--- src/logic/wdtt_pkg.sv ---
// Purpose: shared constants of the watchdog timeout timer
// Assumes: one system clock at 200 MHz, slow oscillator sampled as a level
// Notes:   register offsets are byte addresses on the plain register port
package wdtt_pkg;
	// register offsets
	localparam logic [7:0] OFS_CTRL      = 8'h00;
	localparam logic [7:0] OFS_BOOT_CFG  = 8'h01;
	localparam logic [7:0] OFS_IRQ_STAT  = 8'h02;
	localparam logic [7:0] OFS_IRQ_MASK  = 8'h03;
	localparam logic [7:0] OFS_COUNT     = 8'h04;
	// control register fields
	localparam int BIT_RUN      = 7;
	localparam int BIT_CLEAR    = 6;
	localparam int BIT_TOFLAG   = 5;
	localparam int BIT_IDLE_RUN = 4;
	localparam int BIT_CAUSE    = 3;
	localparam int PS_LSB       = 0;
	localparam int PS_W         = 3;
	// boot config field
	localparam int BEH_LSB = 4;
	localparam int BEH_W   = 4;
	localparam logic [3:0] BEH_GP_TIMER  = 4'hF;
	localparam logic [3:0] BEH_RST_STOP  = 4'h5;
	// irq status / mask fields
	localparam int IRQ_TIMEOUT = 0;
	localparam int IRQ_WAKEUP  = 1;
	// reset values
	localparam logic [7:0] BOOT_CFG_RST = 8'hFF;
	localparam logic [2:0] PS_RST       = 3'h7;
	localparam logic [1:0] IRQ_MASK_RST = 2'h0;
	// timing
	localparam int OSC_FREQ_HZ       = 10000;
	localparam int TIMEOUT_PERIODS   = 64;
	localparam int GRACE_OSC_CLOCKS  = 512;
	localparam int CLK_PERIOD_PS     = 5000;
	localparam int PS_DIV_MAX        = 256;
	// control states, gray along the usual path
	typedef enum logic [1:0] {
		WDTT_HALT  = 2'b00,
		WDTT_COUNT = 2'b01,
		WDTT_GRACE = 2'b11,
		WDTT_FIRE  = 2'b10
	} wdtt_state_type;
endpackage

--- src/logic/wdtt_prescale.sv ---
// Purpose: selectable divider of slow oscillator ticks
// Assumes: tick_in is a one-cycle pulse per oscillator period
// Notes:   codes 0..7 divide by 1,4,8,16,32,64,128,256
`timescale 1ns/10ps
module wdtt_prescale
	import wdtt_pkg::*;
#(
	parameter int DIV_W = 8
) (
	input  wire logic       clk,
	input  wire logic       rst_n,
	input  wire logic       ce,
	input  wire logic       tick_in,
	input  wire logic       clear,
	input  wire logic [2:0] sel,
	output logic            tick_out
);
	logic [DIV_W-1:0] cnt;
	logic [DIV_W-1:0] last;
	wire              wrap;

	// ratio minus one for the selected code
	assign last = (sel == 3'h0) ? '0 : DIV_W'((1 << (32'(sel) + 1)) - 1);
	assign wrap = (cnt >= last);

	// divider chain on oscillator ticks
	always_ff @(posedge clk or negedge rst_n) begin
		if (!rst_n) begin
			cnt      <= '0;
			tick_out <= 1'b0;
		end else if (ce) begin
			tick_out <= 1'b0;
			if (clear) begin
				cnt <= '0;
			end else if (tick_in) begin
				cnt      <= wrap ? '0 : cnt + 1'b1;
				tick_out <= wrap;
			end
		end
	end
endmodule

--- src/logic/wdtt_sync.sv ---
// Purpose: two flip-flop level synchroniser
// Assumes: input may change at any time relative to clk
// Notes:   first stage feeds only the second stage
`timescale 1ns/10ps
module wdtt_sync #(
	parameter int W = 1
) (
	input  wire logic         clk,
	input  wire logic         rst_n,
	input  wire logic         ce,
	input  wire logic [W-1:0] d,
	output logic      [W-1:0] q
);
	logic [W-1:0] meta;

	// two stages, frozen with the clock enable
	always_ff @(posedge clk or negedge rst_n) begin
		if (!rst_n) begin
			meta <= '0;
			q    <= '0;
		end else if (ce) begin
			meta <= d;
			q    <= meta;
		end
	end
endmodule

--- src/logic/wdtt_top.sv ---
// Purpose: watchdog timeout timer with register port and interrupt
// Assumes: slow_internal_osc is a free running level near 10 kHz
// Notes:   sys_rst_n resets all but reset cause, boot config, irq status and irq mask
// Behaviour
// - behaviour code 1111 disables reset; counter is a software timer
// - code 0101 gives reset timer halted in idle or power-down
// - any other code gives reset timer running in low power
// - counter clocked through divider fed by slow 10 kHz oscillator
// - software selects divider output, which sets the timeout interval
// - prescale codes 000..111 divide by 1,4,8,16,32,64,128,256
// - timeout after 64 divided oscillator periods
// - timeout wakes the system from idle or power-down
// - timeout raises interrupt only when its enable is set
// - reset timer resets the system unless serviced within the delay
// - watchdog reset resets the whole device
// - timer mode gives periodic interrupt, also in low power; here in low power only when wd_idle_run is set
// - behaviour field defaults to all ones, reset function off
// - grace delay is 512 oscillator clocks after a timeout
// - writing one clears counter; bit reads one until done
// - reset cause flag survives all but power-on; software clears it
// - run bit starts and halts timer mode; flag set each interval
//
// Decided for this implementation: the address map and strobed register access.
`timescale 1ns/10ps
module wdtt_top
	import wdtt_pkg::*;
#(
	parameter int CNT_W   = 6,
	parameter int GRACE_W = 10
) (
	input  wire logic       clk,
	input  wire logic       arst_n,
	input  wire logic       ce,
	input  wire logic       sys_rst_n,
	input  wire logic       slow_internal_osc,
	input  wire logic       idle_mode,
	input  wire logic       powerdown_mode,
	input  wire logic [7:0] reg_addr,
	input  wire logic [7:0] reg_wdata,
	input  wire logic       reg_wr,
	input  wire logic       reg_rd,
	output logic      [7:0] reg_rdata,
	output logic            irq,
	output logic            wakeup,
	output logic            wd_system_reset
);
	logic           rst_meta;
	logic           rst_n;
	logic           osc_s;
	logic           osc_d;
	logic           osc_tick;
	logic           div_tick;
	logic [7:0]     watchdog_boot_config;
	logic           wd_run_bit;
	logic           wd_idle_run;
	logic           wd_timeout_flag;
	logic           wd_reset_cause_flag;
	logic [2:0]     wd_prescale_select;
	logic           clear_pending;
	logic [1:0]     irq_status;
	logic [1:0]     irq_mask;
	logic [CNT_W-1:0]   count;
	logic [GRACE_W-1:0] grace;
	wdtt_state_type state;
	wdtt_state_type next_state;

	// reset release through two flops
	always_ff @(posedge clk or negedge arst_n) begin
		if (!arst_n) begin
			rst_meta <= 1'b0;
			rst_n    <= 1'b0;
		end else begin
			rst_meta <= 1'b1;
			rst_n    <= rst_meta;
		end
	end

	// oscillator level into clk domain
	wdtt_sync #(.W(1)) u_osc_sync (
		.clk   (clk),
		.rst_n (rst_n),
		.ce    (ce),
		.d     (slow_internal_osc),
		.q     (osc_s)
	);

	// rising edge of synchronised oscillator
	always_ff @(posedge clk or negedge rst_n) begin
		if (!rst_n) begin
			osc_d <= 1'b0;
		end else if (ce) begin
			osc_d <= osc_s;
		end
	end
	assign osc_tick = osc_s & ~osc_d;

	// decoded behaviour and activity
	wire [3:0] wd_behaviour_select = watchdog_boot_config[BEH_LSB +: BEH_W];
	wire gp_mode    = (wd_behaviour_select == BEH_GP_TIMER);
	wire stop_lp    = (wd_behaviour_select == BEH_RST_STOP);
	wire low_power  = idle_mode | powerdown_mode;
	wire rst_active = ~gp_mode & ~(stop_lp & low_power);
	wire gp_active  = gp_mode & wd_run_bit & (~low_power | wd_idle_run);
	wire active     = rst_active | gp_active;
	wire soft_rst   = ~sys_rst_n | wd_system_reset;
	wire clr_apply  = clear_pending & osc_tick;

	wdtt_prescale #(.DIV_W(8)) u_prescale (
		.clk      (clk),
		.rst_n    (rst_n),
		.ce       (ce),
		.tick_in  (osc_tick & active),
		.clear    (clr_apply | soft_rst),
		.sel      (wd_prescale_select),
		.tick_out (div_tick)
	);

	// register decode
	wire wr_ctrl  = reg_wr & (reg_addr == OFS_CTRL);
	wire wr_boot  = reg_wr & (reg_addr == OFS_BOOT_CFG);
	wire wr_istat = reg_wr & (reg_addr == OFS_IRQ_STAT);
	wire wr_imask = reg_wr & (reg_addr == OFS_IRQ_MASK);
	wire [7:0] ctrl_view = {wd_run_bit, clear_pending, wd_timeout_flag, wd_idle_run,
		wd_reset_cause_flag, wd_prescale_select};
	wire [7:0] rd_mux =
		(reg_addr == OFS_CTRL)     ? ctrl_view :
		(reg_addr == OFS_BOOT_CFG) ? watchdog_boot_config :
		(reg_addr == OFS_IRQ_STAT) ? {6'h00, irq_status} :
		(reg_addr == OFS_IRQ_MASK) ? {6'h00, irq_mask} :
		(reg_addr == OFS_COUNT)    ? 8'(count) : 8'h00;

	// counter and timeout event
	wire at_last    = (count == CNT_W'(TIMEOUT_PERIODS - 1));
	wire timeout_ev = div_tick & at_last & (state == WDTT_COUNT);
	wire grace_end  = osc_tick & (grace == GRACE_W'(GRACE_OSC_CLOCKS - 1));

	// control state machine
	always_comb begin
		next_state = state;
		case (state)
			WDTT_HALT: begin
				if (active) begin
					next_state = WDTT_COUNT;
				end
			end
			WDTT_COUNT: begin
				if (!active) begin
					next_state = WDTT_HALT;
				end else if (timeout_ev && !gp_mode) begin
					next_state = WDTT_GRACE;
				end
			end
			WDTT_GRACE: begin
				if (clr_apply) begin
					next_state = WDTT_COUNT;
				end else if (grace_end) begin
					next_state = WDTT_FIRE;
				end
			end
			WDTT_FIRE: begin
				next_state = WDTT_HALT;
			end
			default: begin
				next_state = WDTT_HALT;
			end
		endcase
	end

	always_ff @(posedge clk or negedge rst_n) begin
		if (!rst_n) begin
			state <= WDTT_HALT;
		end else if (ce) begin
			state <= soft_rst ? WDTT_HALT : next_state;
		end
	end

	// timeout counter and grace counter
	always_ff @(posedge clk or negedge rst_n) begin
		if (!rst_n) begin
			count <= '0;
			grace <= '0;
		end else if (ce) begin
			if (soft_rst || clr_apply) begin
				count <= '0;
				grace <= '0;
			end else begin
				if (div_tick && state == WDTT_COUNT) begin
					count <= count + 1'b1;
				end
				if (state != WDTT_GRACE) begin
					grace <= '0;
				end else if (osc_tick) begin
					grace <= grace + 1'b1;
				end
			end
		end
	end

	// boot config and cause flag, power-on reset only
	always_ff @(posedge clk or negedge rst_n) begin
		if (!rst_n) begin
			watchdog_boot_config <= BOOT_CFG_RST;
			wd_reset_cause_flag  <= 1'b0;
		end else if (ce) begin
			if (wr_boot) begin
				watchdog_boot_config <= reg_wdata;
			end
			wd_reset_cause_flag <= wd_system_reset |
				(wd_reset_cause_flag & ~(wr_ctrl & reg_wdata[BIT_CAUSE]));
		end
	end

	// control bits, cleared by system reset too
	always_ff @(posedge clk or negedge rst_n) begin
		if (!rst_n) begin
			wd_run_bit         <= 1'b0;
			wd_idle_run        <= 1'b0;
			wd_prescale_select <= PS_RST;
			wd_timeout_flag    <= 1'b0;
			clear_pending      <= 1'b0;
		end else if (ce) begin
			if (soft_rst) begin
				wd_run_bit         <= 1'b0;
				wd_idle_run        <= 1'b0;
				wd_prescale_select <= PS_RST;
				wd_timeout_flag    <= 1'b0;
				clear_pending      <= 1'b0;
			end else begin
				if (wr_ctrl) begin
					wd_run_bit         <= reg_wdata[BIT_RUN];
					wd_idle_run        <= reg_wdata[BIT_IDLE_RUN];
					wd_prescale_select <= reg_wdata[PS_LSB +: PS_W];
				end
				wd_timeout_flag <= timeout_ev |
					(wd_timeout_flag & ~(wr_ctrl & reg_wdata[BIT_TOFLAG]));
				clear_pending <= (wr_ctrl & reg_wdata[BIT_CLEAR]) |
					(clear_pending & ~osc_tick);
			end
		end
	end

	// interrupt status, mask, outputs
	always_ff @(posedge clk or negedge rst_n) begin
		if (!rst_n) begin
			irq_status      <= '0;
			irq_mask        <= IRQ_MASK_RST;
			irq             <= 1'b0;
			wakeup          <= 1'b0;
			wd_system_reset <= 1'b0;
			reg_rdata       <= 8'h00;
		end else if (ce) begin
			irq_status[IRQ_TIMEOUT] <= timeout_ev |
				(irq_status[IRQ_TIMEOUT] & ~(wr_istat & reg_wdata[IRQ_TIMEOUT]));
			irq_status[IRQ_WAKEUP] <= (timeout_ev & low_power) |
				(irq_status[IRQ_WAKEUP] & ~(wr_istat & reg_wdata[IRQ_WAKEUP]));
			if (wr_imask) begin
				irq_mask <= reg_wdata[1:0];
			end
			irq             <= |(irq_status & irq_mask);
			wakeup          <= timeout_ev & low_power;
			wd_system_reset <= (next_state == WDTT_FIRE) & ~soft_rst;
			reg_rdata       <= reg_rd ? rd_mux : 8'h00;
		end
	end
endmodule

--- config.mk ---
export PLATFORM = sky130hd
export DESIGN_NAME = wdtt_top
export DESIGN_NICKNAME = d
export VERILOG_FILES = /design/src/logic/wdtt_pkg.sv /design/src/logic/wdtt_prescale.sv /design/src/logic/wdtt_sync.sv /design/src/logic/wdtt_top.sv
export SDC_FILE = /design/constraint.sdc
export NUM_CORES = 1
export LEC_CHECK = 0
export ABC_CLOCK_PERIOD_IN_PS = 1900
export BUFFER_PORTS_ARGS = -buffer_cell sky130_fd_sc_hd__buf_2
export CAP_MARGIN = 30
export CORE_UTILIZATION = 53
export DETAILED_ROUTE_END_ITERATION = 6
export PLACE_DENSITY = 0.79
export SYNTH_ARGS = -nofsm -noshare
export SYNTH_HDL_FRONTEND = slang
export SYNTH_SLANG_ARGS = --single-unit
export TNS_END_PERCENT = 50
--- constraint.sdc ---
create_clock -name clk -period 1.9 [get_ports clk]
set_clock_uncertainty 0.1 [all_clocks]
set_input_delay 0.285 -clock clk [delete_from_list [all_inputs] [get_ports clk]]
set_output_delay 0.285 -clock clk [all_outputs]
set_load 0.005 [all_outputs]
# Word-level counts from Yosys, hierarchy flattened
# Index checks and enable logic that the tools add are counted.
# word_totals
regBits	63
inputBits	25
out_inout_bits	11
# op_classes
order_cmp	1
n_reduce_logical	18
n_bitwise	48
addsub	5
n_mux	32
shifts	1
eq_ne	13
# op_table
cell	n
$mux 8	7
$shl 1x32->8 const A	1
$mux 10	3
$mux 6	5
$and 1x1->1	26
$eq 8x2->1 const B	2
$mux 2	6
$reduce_and 2->1	6
$not 1->1	11
$add 10x1->10 const B	1
$eq 10x9->1 const B	1
$or 1x1->1	10
$add 8x1->8 const B	1
$eq 8x1->1 const B	1
$eq 8x3->1 const B	1
$ge 8x8->1	1
$logic_not 8->1	1
$mux 1	8
$pmux 2 s4	1
$sub 8x2->8 const B	1
$add 6x1->6 const B	1
$eq 2x2->1 const B	3
$eq 6x6->1 const B	1
$mux 3	2
other kinds (14)	17

# Logic depth before layout (Yosys ltp)
# Gate-level depths: netlist of run 1.
# logic_depth
ltp_word	9
ltp_mapped	11

# Hierarchy
# From an unflattened synthesis of run 1, not the netlist that was laid out.
# hier_totals
hier_cells	328
hier_area_um2	3399.5
# by_module_without_submodules
mod	area_each_um2	n_inst	seq_area_each_um2	cells_per_inst
wdtt_top	2631.3	1	1315.0	257
wdtt_prescale	695.7	1	225.2	67
wdtt_sync	72.6	1	50.0	4

# Worst setup path before layout of run 1
# OpenSTA, ideal clock, no wires.
# synth_timing
path_type	register -> register
startpoint	reg wd_prescale_select[0]
endpoint	reg u_prescale.cnt[5]
period_less_slack_ns	2.845
path_stages_with_launch	11
arrival_ns	2.607
path_slack_ns	-0.945
path_cell_list	dfstp_2 > clkbuf_1 > or3_1 > ha_1 > nand2b_1 > o31a_1 > ha_1 > o2111ai_1 > o221a_2 > o21ai_0 > o211ai_1
# synth_between
elab_chain_cells	8
elab_cells_between_ends	9
cone_classes	add/sub (2); order compare (1); shift (1); mux (4); reduce/logical (1)
# synth_lines
element	line	text
from (decl)	wdtt_top.sv:58	logic [2:0] wd_prescale_select;
from (signal assigned)	wdtt_top.sv:232	wd_prescale_select <= reg_wdata[PS_LSB +: PS_W];
$add 3x1->4	wdtt_prescale.sv:23	assign last = (sel == 3'h0) ? '0 : DIV_W'((1 << (32'(sel) + 1)) - 1);
$shl 1x32->8	wdtt_prescale.sv:23	
$sub 8x2->8	wdtt_prescale.sv:23	
$mux 8 (*)	wdtt_prescale.sv:23	
$ge 8x8->1 (*)	wdtt_prescale.sv:24	assign wrap = (cnt >= last);
$mux 8 (*)	wdtt_prescale.sv:36	cnt <= wrap ? '0 : cnt + 1'b1;
$mux 8 (*)	wdtt_prescale.sv:35	end else if (tick_in) begin
$mux 8 (*)	wdtt_prescale.sv:33	if (clear) begin
to (signal assigned)	wdtt_prescale.sv:36	
to (decl)	wdtt_prescale.sv:18	logic [DIV_W-1:0] cnt;
# Mark *: on every way between the ends. The rest lies on a longest branch, timed or not. The select of a mux whose other input is x is not followed.
# A chain may end at the register's enable or synchronous reset.

# Worst setup path in the final report of run 1
# Ends and elaborated chain as after synthesis.

==> flow_summary.json, run 1 <==
{
  "route.detailed.drc": 0,
  "relSlewSlack": 0.572,
  "leakage_nw": 1.94,
  "synth_common_cells": "52 x dfrtp_1, 40 x nand2_1, 29 x nor2_1",
  "cts_buffers": 9,
  "via_count": 2813,
  "synth_area_leaders": "dfrtp_1 38%, dfstp_2 8.5%, ha_1 4.4%",
  "clock_path_buffers": 2,
  "cp.required_ns": 2.02,
  "grt_overflow": 0,
  "crit_type": "reg2reg",
  "arrival_ns": 2.72,
  "totalWireLength_um": 8150,
  "cts_tree": "yes",
  "grt_pass1_wl_um": 12800,
  "ys_seq_area_frac": 0.466,
  "place_ws_ns": -0.723,
  "hpwl_um": 5740,
  "grt_use_total": 0.261,
  "n_antenna_cell": 0,
  "synth_top_area_frac": 0.381,
  "ys_ff_latch": 63,
  "setup_slack_ns": -0.702,
  "setup_viol": 19,
  "drive_gt1_frac": 0.310,
  "endpoint_kind": "flop",
  "min_path_type": "in2reg",
  "max_cap_viol_count": 0,
  "violations": "setup timing",
  "fin_util": 0.691,
  "drtIter0Drc": 225,
  "die_y_um": 82.3,
  "via_per_inst": 5.84,
  "synth_cell_types": 57,
  "async_reset_ff_frac": 1.00,
  "cp-start-kind": "flop",
  "post-route-period-util": 1.37,
  "port_buffers": 35,
  "slew_viol_final": 0,
  "yosysTopAreaCell": "dfrtp_1",
  "syn_to_final_growth_pct": 22.6,
  "synth_enable_flop_cells": 0,
  "nets": 439,
  "final-hold-violation-count": 0,
  "min_period_ns": 2.60,
  "cts_sinks": 63,
  "routedWlPerCell_um": 16.9,
  "synth_most_common_cell": "dfrtp_1",
  "globalplace.congestion": 0.842,
  "clockRootBuffer": "clkbuf_8",
  "synthFlopType": "dfrtp_1",
  "clk-insertion-delay-late_ns": 0.35,
  "die_w_um": 82.3,
  "syn_area_mm2": 0.00341,
  "grt_max_degree": 62,
  "antenna_found_initial": 0,
  "grt_pass1_vias": 2610,
  "syn_avg_cell_area_um2": 9.93,
  "clk_pin_slew_ns": 0.07,
  "die_area_mm2": 0.00677,
  "htreeDepth": 3,
  "outcome": "finished, violations left",
  "ant_nets": 0,
  "path_max_fanout": 7,
  "row_count": 28,
  "initial_core_util": 0.563,
  "rsz0062_at_grt": "yes",
  "first_pass_iters": 4,
  "max_freq_ghz": 0.384,
  "peakVddDrop_v": 0.000549,
  "powerDensity_mw_per_mm2": 672,
  "yosys_warnings": 0,
  "num_io_pins": 36,
  "worst_pin_slew_ns": 0.640,
  "core_mm2": 0.00606,
  "syn_inst": 344
}
==> through the flow <==
step / total power, W / instances / setup TNS, ns / area (µm²) / hold slack (ns)
3_5_place_dp: 0.00170 / 462 / -15.53 / 3850 / -0.0248
5_1_grt: 0.00294 / 482 / -7.41 / 4190 / 0.0367
2_1_floorplan: 0.00159 / 345 / -6.80 / 3470 / -0.111
3_3_place_gp: 0.00168 / 462 / -14.56 / 3850 / -0.0288
4_1_cts: 0.00284 / 481 / -6.30 / 4100 / 0.0208
6_report: 0.00282 / 482 / -6.21 / 4190 / 0.0283
==> worst paths after layout <==
check	startpoint	endpoint	slack (ns)	cells after the start
hold / removal	reg_wdata[5]	wd_timeout_flag$_DFFE_PN0P_	0.03	2
setup reg to reg	wd_prescale_select[0]$_DFFE_PN1P_	u_prescale.cnt[5]$_DFFE_PN0P_	-0.70	9
setup / recovery	wd_prescale_select[0]$_DFFE_PN1P_	u_prescale.cnt[5]$_DFFE_PN0P_	-0.70	9
hold reg to reg	rst_n$_DFF_PN0_	grace[6]$_DFFE_PN0P_	0.17	1
max in group asynchronous	rst_n$_DFF_PN0_	watchdog_boot_config[0]$_DFFE_PN1P_	1.23	1
min in group asynchronous	arst_n	rst_meta$_DFF_PN0_	0.15	2
==> routing by layer <==
metal / global-route usage / vias up / wire length (µm) / share of wire
met5: 0 / - / 0 / 0
met4: 0.112 / 0 / 165 / 0.020
met3: 0.0462 / 16 / 393 / 0.048
met2: 0.412 / 74 / 3980 / 0.49
met1: 0.352 / 1368 / 3610 / 0.44
li1: - / 1355 / - / -
==> flip-flops by register name (all words and copies together), names as in the netlist, 2 cells and up <==
name	flops
state	2
watchdog_boot_config	8
count	6
reg_rdata	8
u_prescale.cnt	8
grace	10
irq_mask	2
irq_status	2
wd_prescale_select	3
==> kinds of logic (layout without fill, tap and decap cells) <==
| group | count (synthesis) | after routing | share of synthesized area |
|---|---|---|---|
| buffers and inverters | 31 | 93 | 0.0366 |
| adder cells (fa/ha/maj) | 12 | 12 | 0.0440 |
| AO/OA/AOI/OAI | 72 | 72 | 0.152 |
| other | 1 | 2 | 0.00110 |
| AND/OR/NAND/NOR | 136 | 136 | 0.207 |
| flip-flops | 63 | 63 | 0.466 |
| multiplexers | 16 | 16 | 0.0605 |
| XOR/XNOR | 13 | 13 | 0.0333 |
==> worst max-delay path, cell delays in order (launching register included) <==
cell       delay, ns
dfstp_2         0.37
or3_4           0.40
ha_4            0.18
nand2b_4        0.14
o31a_1          0.24
ha_1            0.27
o2111ai_1       0.12
o221a_4         0.33
o211ai_1        0.22
o211ai_1        0.12
==> placed cells by master (no fill, tap or decap), types with 11 or more instances in the layout <==
cell type / count
o21ai_0: 11
ha_1: 11
dfstp_2: 11
nand2_1: 40
xor2_1: 11
buf_2: 34
buf_4: 21
nor2_1: 27
dfrtp_1: 51
nand3_1: 12
inv_1: 16
==> layout make-up <==
class                      instances  area, µm²
multi-input combinational        251       1840
clock buffer                      10        128
inverter                          16       60.1
timing repair buffer              61        412
tap                               75       93.8
clock inverter                     6       61.3
sequential                        63       1590
fill                             472       1870
==> power breakdown <==
group / internal [W] / switching, W / leakage [nW] / total [W]
Clock: 0.000601 / 0.000526 / 0.0960 / 0.00113
Sequential: 0.00138 / 0.0000245 / 0.824 / 0.00140
Combinational: 0.000130 / 0.000158 / 1.02 / 0.000288
Total: 0.00211 / 0.000709 / 1.94 / 0.00282
==> timing repair <==
action / in CTS / in global routing
setup buffers: 2 / 1
pin swaps: 4 / 10
cloned: 0 / 0
hold buffers: 1 / 0
resized for setup: 5 / 17
setup endpoints to repair: 20 / 36
endpoints found under the hold margin: 2 / 0
Power figures use the tool's default switching activity.
==> run 2: changes to the inputs <==
--- a/config.mk
+++ b/config.mk
@@ -5,10 +5,13 @@
 export SDC_FILE = /design/constraint.sdc
 export NUM_CORES = 1
 export LEC_CHECK = 0
+export ABC_AREA = 1
 export ABC_CLOCK_PERIOD_IN_PS = 1900
 export BUFFER_PORTS_ARGS = -buffer_cell sky130_fd_sc_hd__buf_2
 export CAP_MARGIN = 30
-export CORE_UTILIZATION = 53
+export CELL_PAD_IN_SITES_DETAIL_PLACEMENT = 2
+export CELL_PAD_IN_SITES_GLOBAL_PLACEMENT = 2
+export CORE_UTILIZATION = 31
 export DETAILED_ROUTE_END_ITERATION = 6
 export PLACE_DENSITY = 0.79
 export SYNTH_ARGS = -nofsm -noshare
==> run 2 against run 1 <==
Compared with the run above:
- the run still ends with setup timing left
- first-iteration DRC count decreased by 65%
- count of clock-buffer cells in the layout rose by 3
- via count rose by 25%
- sequential power hardly changed
- fmax rose by 11%
- sequential cell count did not move
- cell count up 45%
- setup slack better by 0.26 ns
- hold slack improved by 0.032 ns
- critical path depth grew 5
- global-route usage shrank 4.1 points
- largest cell class unchanged
- highest routed layer unchanged
==> flow_summary.json, run 2 <==
{
  "instances_no_fill": 701,
  "die_w_um": 110,
  "max_cap_viol_count": 0,
  "routedWlPerCell_um": 17.5,
  "crit_type": "reg2reg",
  "post-route-period-util": 1.23,
  "p_total_w": 0.00366,
  "cp-startpoint": "wd_prescale_select[1]$_DFFE_PN1P_",
  "regArea_mm2": 0.00159,
  "p_sw_frac": 0.241,
  "min_path_type": "in2reg",
  "antenna_found_initial": 0,
  "clk_pin_slew_ns": 0.05,
  "grt_pass1_wl_um": 19900,
  "first_pass_iters": 4,
  "worstReg2RegEnd": "u_prescale.cnt[1]$_DFFE_PN0P_",
  "grt_use_total": 0.221,
  "cp-start-kind": "flop",
  "synthFlopType": "dfrtp_1",
  "outcome": "finished, violations left",
  "violations": "setup timing",
  "totalWireLength_um": 12300,
  "globalplace.congestion": 0.788,
  "place_area_mm2": 0.00414,
  "syn_to_final_growth_pct": 27.8,
  "clk-insertion-delay-late_ns": 0.34,
  "grt_pass1_vias": 3824,
  "initial_core_util": 0.317,
  "hpwl_um": 8850,
  "yosys_warnings": 0,
  "final-hold-violation-count": 0,
  "final_area_mm2": 0.00463,
  "endpoint_kind": "flop",
  "cts_buffers": 9,
  "synth_enable_flop_cells": 0,
  "cts_sinks": 63,
  "syn_avg_cell_area_um2": 7.46,
  "synth_area_leaders": "dfrtp_1 36%, nand2_1 14%, dfstp_2 8.0%",
  "busiest_layer": "met2",
  "n_antenna_cell": 0,
  "yosysTopAreaCell": "dfrtp_1",
  "cp.required_ns": 2.07,
  "p_switching_w": 0.000882,
  "clockRootBuffer": "clkbuf_16",
  "via_count": 3507,
  "rsz0062_at_grt": "yes",
  "setup_slack_ns": -0.444,
  "port_buffers": 35,
  "die_y_um": 110,
  "internal_power_w": 0.00278,
  "place_ws_ns": -0.383,
  "drtIter0Drc": 79,
  "grt_max_degree": 62,
  "peakVddDrop_v": 0.000473,
  "setup_viol": 9,
  "synth_top_area_frac": 0.359,
  "top_register": "grace",
  "grt_overflow": 0,
  "clock_path_buffers": 2,
  "num_io_pins": 36,
  "core_mm2": 0.0114,
  "synth_most_common_cell": "nand2_1",
  "max_freq_ghz": 0.427,
  "die_area_mm2": 0.0121,
  "r2r-start": "wd_prescale_select[1]$_DFFE_PN1P_",
  "route.detailed.drc": 0,
  "drive_gt1_frac": 0.228,
  "synth_cell_types": 41,
  "synth_common_cells": "138 x nand2_1, 67 x inv_1, 54 x nor2_1",
  "cts_tree": "yes",
  "combPwrFrac": 0.104,
  "slew_viol_final": 0,
  "async_reset_ff_frac": 1.00,
  "seqPwrFrac": 0.387,
  "ant_nets": 0,
  "mostFrequentLayoutCell": "nand2_1",
  "htreeDepth": 3,
  "ys_seq_area_frac": 0.439,
  "ys_ff_latch": 63,
  "r2r_cells": 14,
  "gr-usage-met2": 0.404,
  "nets": 590,
  "p_clk_frac": 0.509,
  "fillCellCount": 1361,
  "multiInputGateArea_mm2": 0.00187,
  "crit_end": "u_prescale.cnt[1]$_DFFE_PN0P_",
  "placed_cells": 676,
  "min_period_ns": 2.34,
  "row_count": 39,
  "syn_inst": 486,
  "met1_usage": 0.265,
  "r2r_setup_slack_ns": -0.44,
  "final_cell_mix": "131 x nand2_1, 62 x inv_1, 52 x nor2_1",
  "arrival_ns": 2.51,
  "use_met3": 0.0282,
  "path_max_fanout": 5,
  "leakage_nw": 2.38,
  "powerDensity_mw_per_mm2": 790,
  "syn_area_mm2": 0.00362,
  "via_per_inst": 5.00,
  "largest_reg_flops": 10
}
run 2: changes by cell type after synthesis, sizes merged, moves of 13 or more:
cell,previous run,this run
mux2,13,0
clkbuf,13,0
nor2,29,58
o21ai,16,40
nand3,12,37
inv,16,70
nand2,40,142
run 2: cell families after synthesis:
family | after synthesis | share of synthesized area
and+or+nand+nor | 253 | 0.304
buffers and inverters | 76 | 0.0805
AOI/OAI and AO/OA | 70 | 0.107
DFF | 63 | 0.439
adders and majority gates | 12 | 0.0414
xor gates and xnor gates | 10 | 0.0242
other | 1 | 0.00103
muxes | 1 | 0.00276
run 2: how the worst min path moves through the flow:
stage / slack, ns / cells after the start / start / end
final: 0.06 / 3 / slow_internal_osc / u_osc_sync.meta$_DFFE_PN0P_
after floorplan: -0.11 / 0 / arst_n / rst_meta$_DFF_PN0_
after global placement: -0.03 / 1 / arst_n / rst_meta$_DFF_PN0_
after detailed placement: -0.03 / 1 / arst_n / rst_meta$_DFF_PN0_
after CTS: 0.06 / 3 / slow_internal_osc / u_osc_sync.meta$_DFFE_PN0P_
after global routing: 0.08 / 3 / slow_internal_osc / u_osc_sync.meta$_DFFE_PN0P_
run 2: final cells by class:
class | count | share of cell area
multi-input combinational | 349 | 0.404
sequential | 63 | 0.344
timing repair buffer | 60 | 0.0849
clock buffer | 13 | 0.0584
inverter | 70 | 0.0568
tap | 143 | 0.0386
clock inverter | 3 | 0.0141
run 2: critical path, cell delays in order (launching register included):
cell and delay [ns]:
dfstp_2 0.55, inv_2 0.05, nand3_4 0.08, ha_4 0.18
buf_6 0.11, nor3_4 0.03, o21ai_2 0.14, ha_1 0.26
nand2_2 0.10, buf_6 0.10, o21a_1 0.12, nand2_2 0.10
nor2_4 0.19, nand2_1 0.08, nand2_1 0.09
run 2: per-stage QoR:
stage	hold slack, ns	util	TNS, ns
finish	0.0607	0.405	-3.70
global route	0.0771	0.405	-4.65
CTS	0.0635	0.400	-3.33
detailed placement	-0.0294	0.362	-3.26
global placement	-0.0299	0.362	-1.97
floorplan	-0.111	-	0
run 2: repair_timing:
item                                    CTS  global route
cloned                                    1             0
hold buffers                              1             0
endpoints found under the setup margin    9            11
setup buffers                             4             4
endpoints found under the hold margin     2             0
resized for setup                        15            12
pin swaps                                15            18
run 2: per-layer routing:
layer / up-vias / share of wire
li1: 1688 / -
met1: 1760 / 0.44
met2: 41 / 0.53
met3: 18 / 0.020
met4: 0 / 0.019
met5: - / 0
run 2: power by group through the flow:
| stage | logic [W] | registers [W] | clock network, W |
|---|---|---|---|
| 6_report | 0.000381 | 0.00142 | 0.00186 |
| 5_1_grt | 0.000424 | 0.00142 | 0.00194 |
| 4_1_cts | 0.000360 | 0.00142 | 0.00188 |
| 3_5_place_dp | 0.000333 | 0.00144 | 0 |
| 3_3_place_gp | 0.000312 | 0.00144 | 0 |
| 2_1_floorplan | 0.000176 | 0.00145 | 0 |
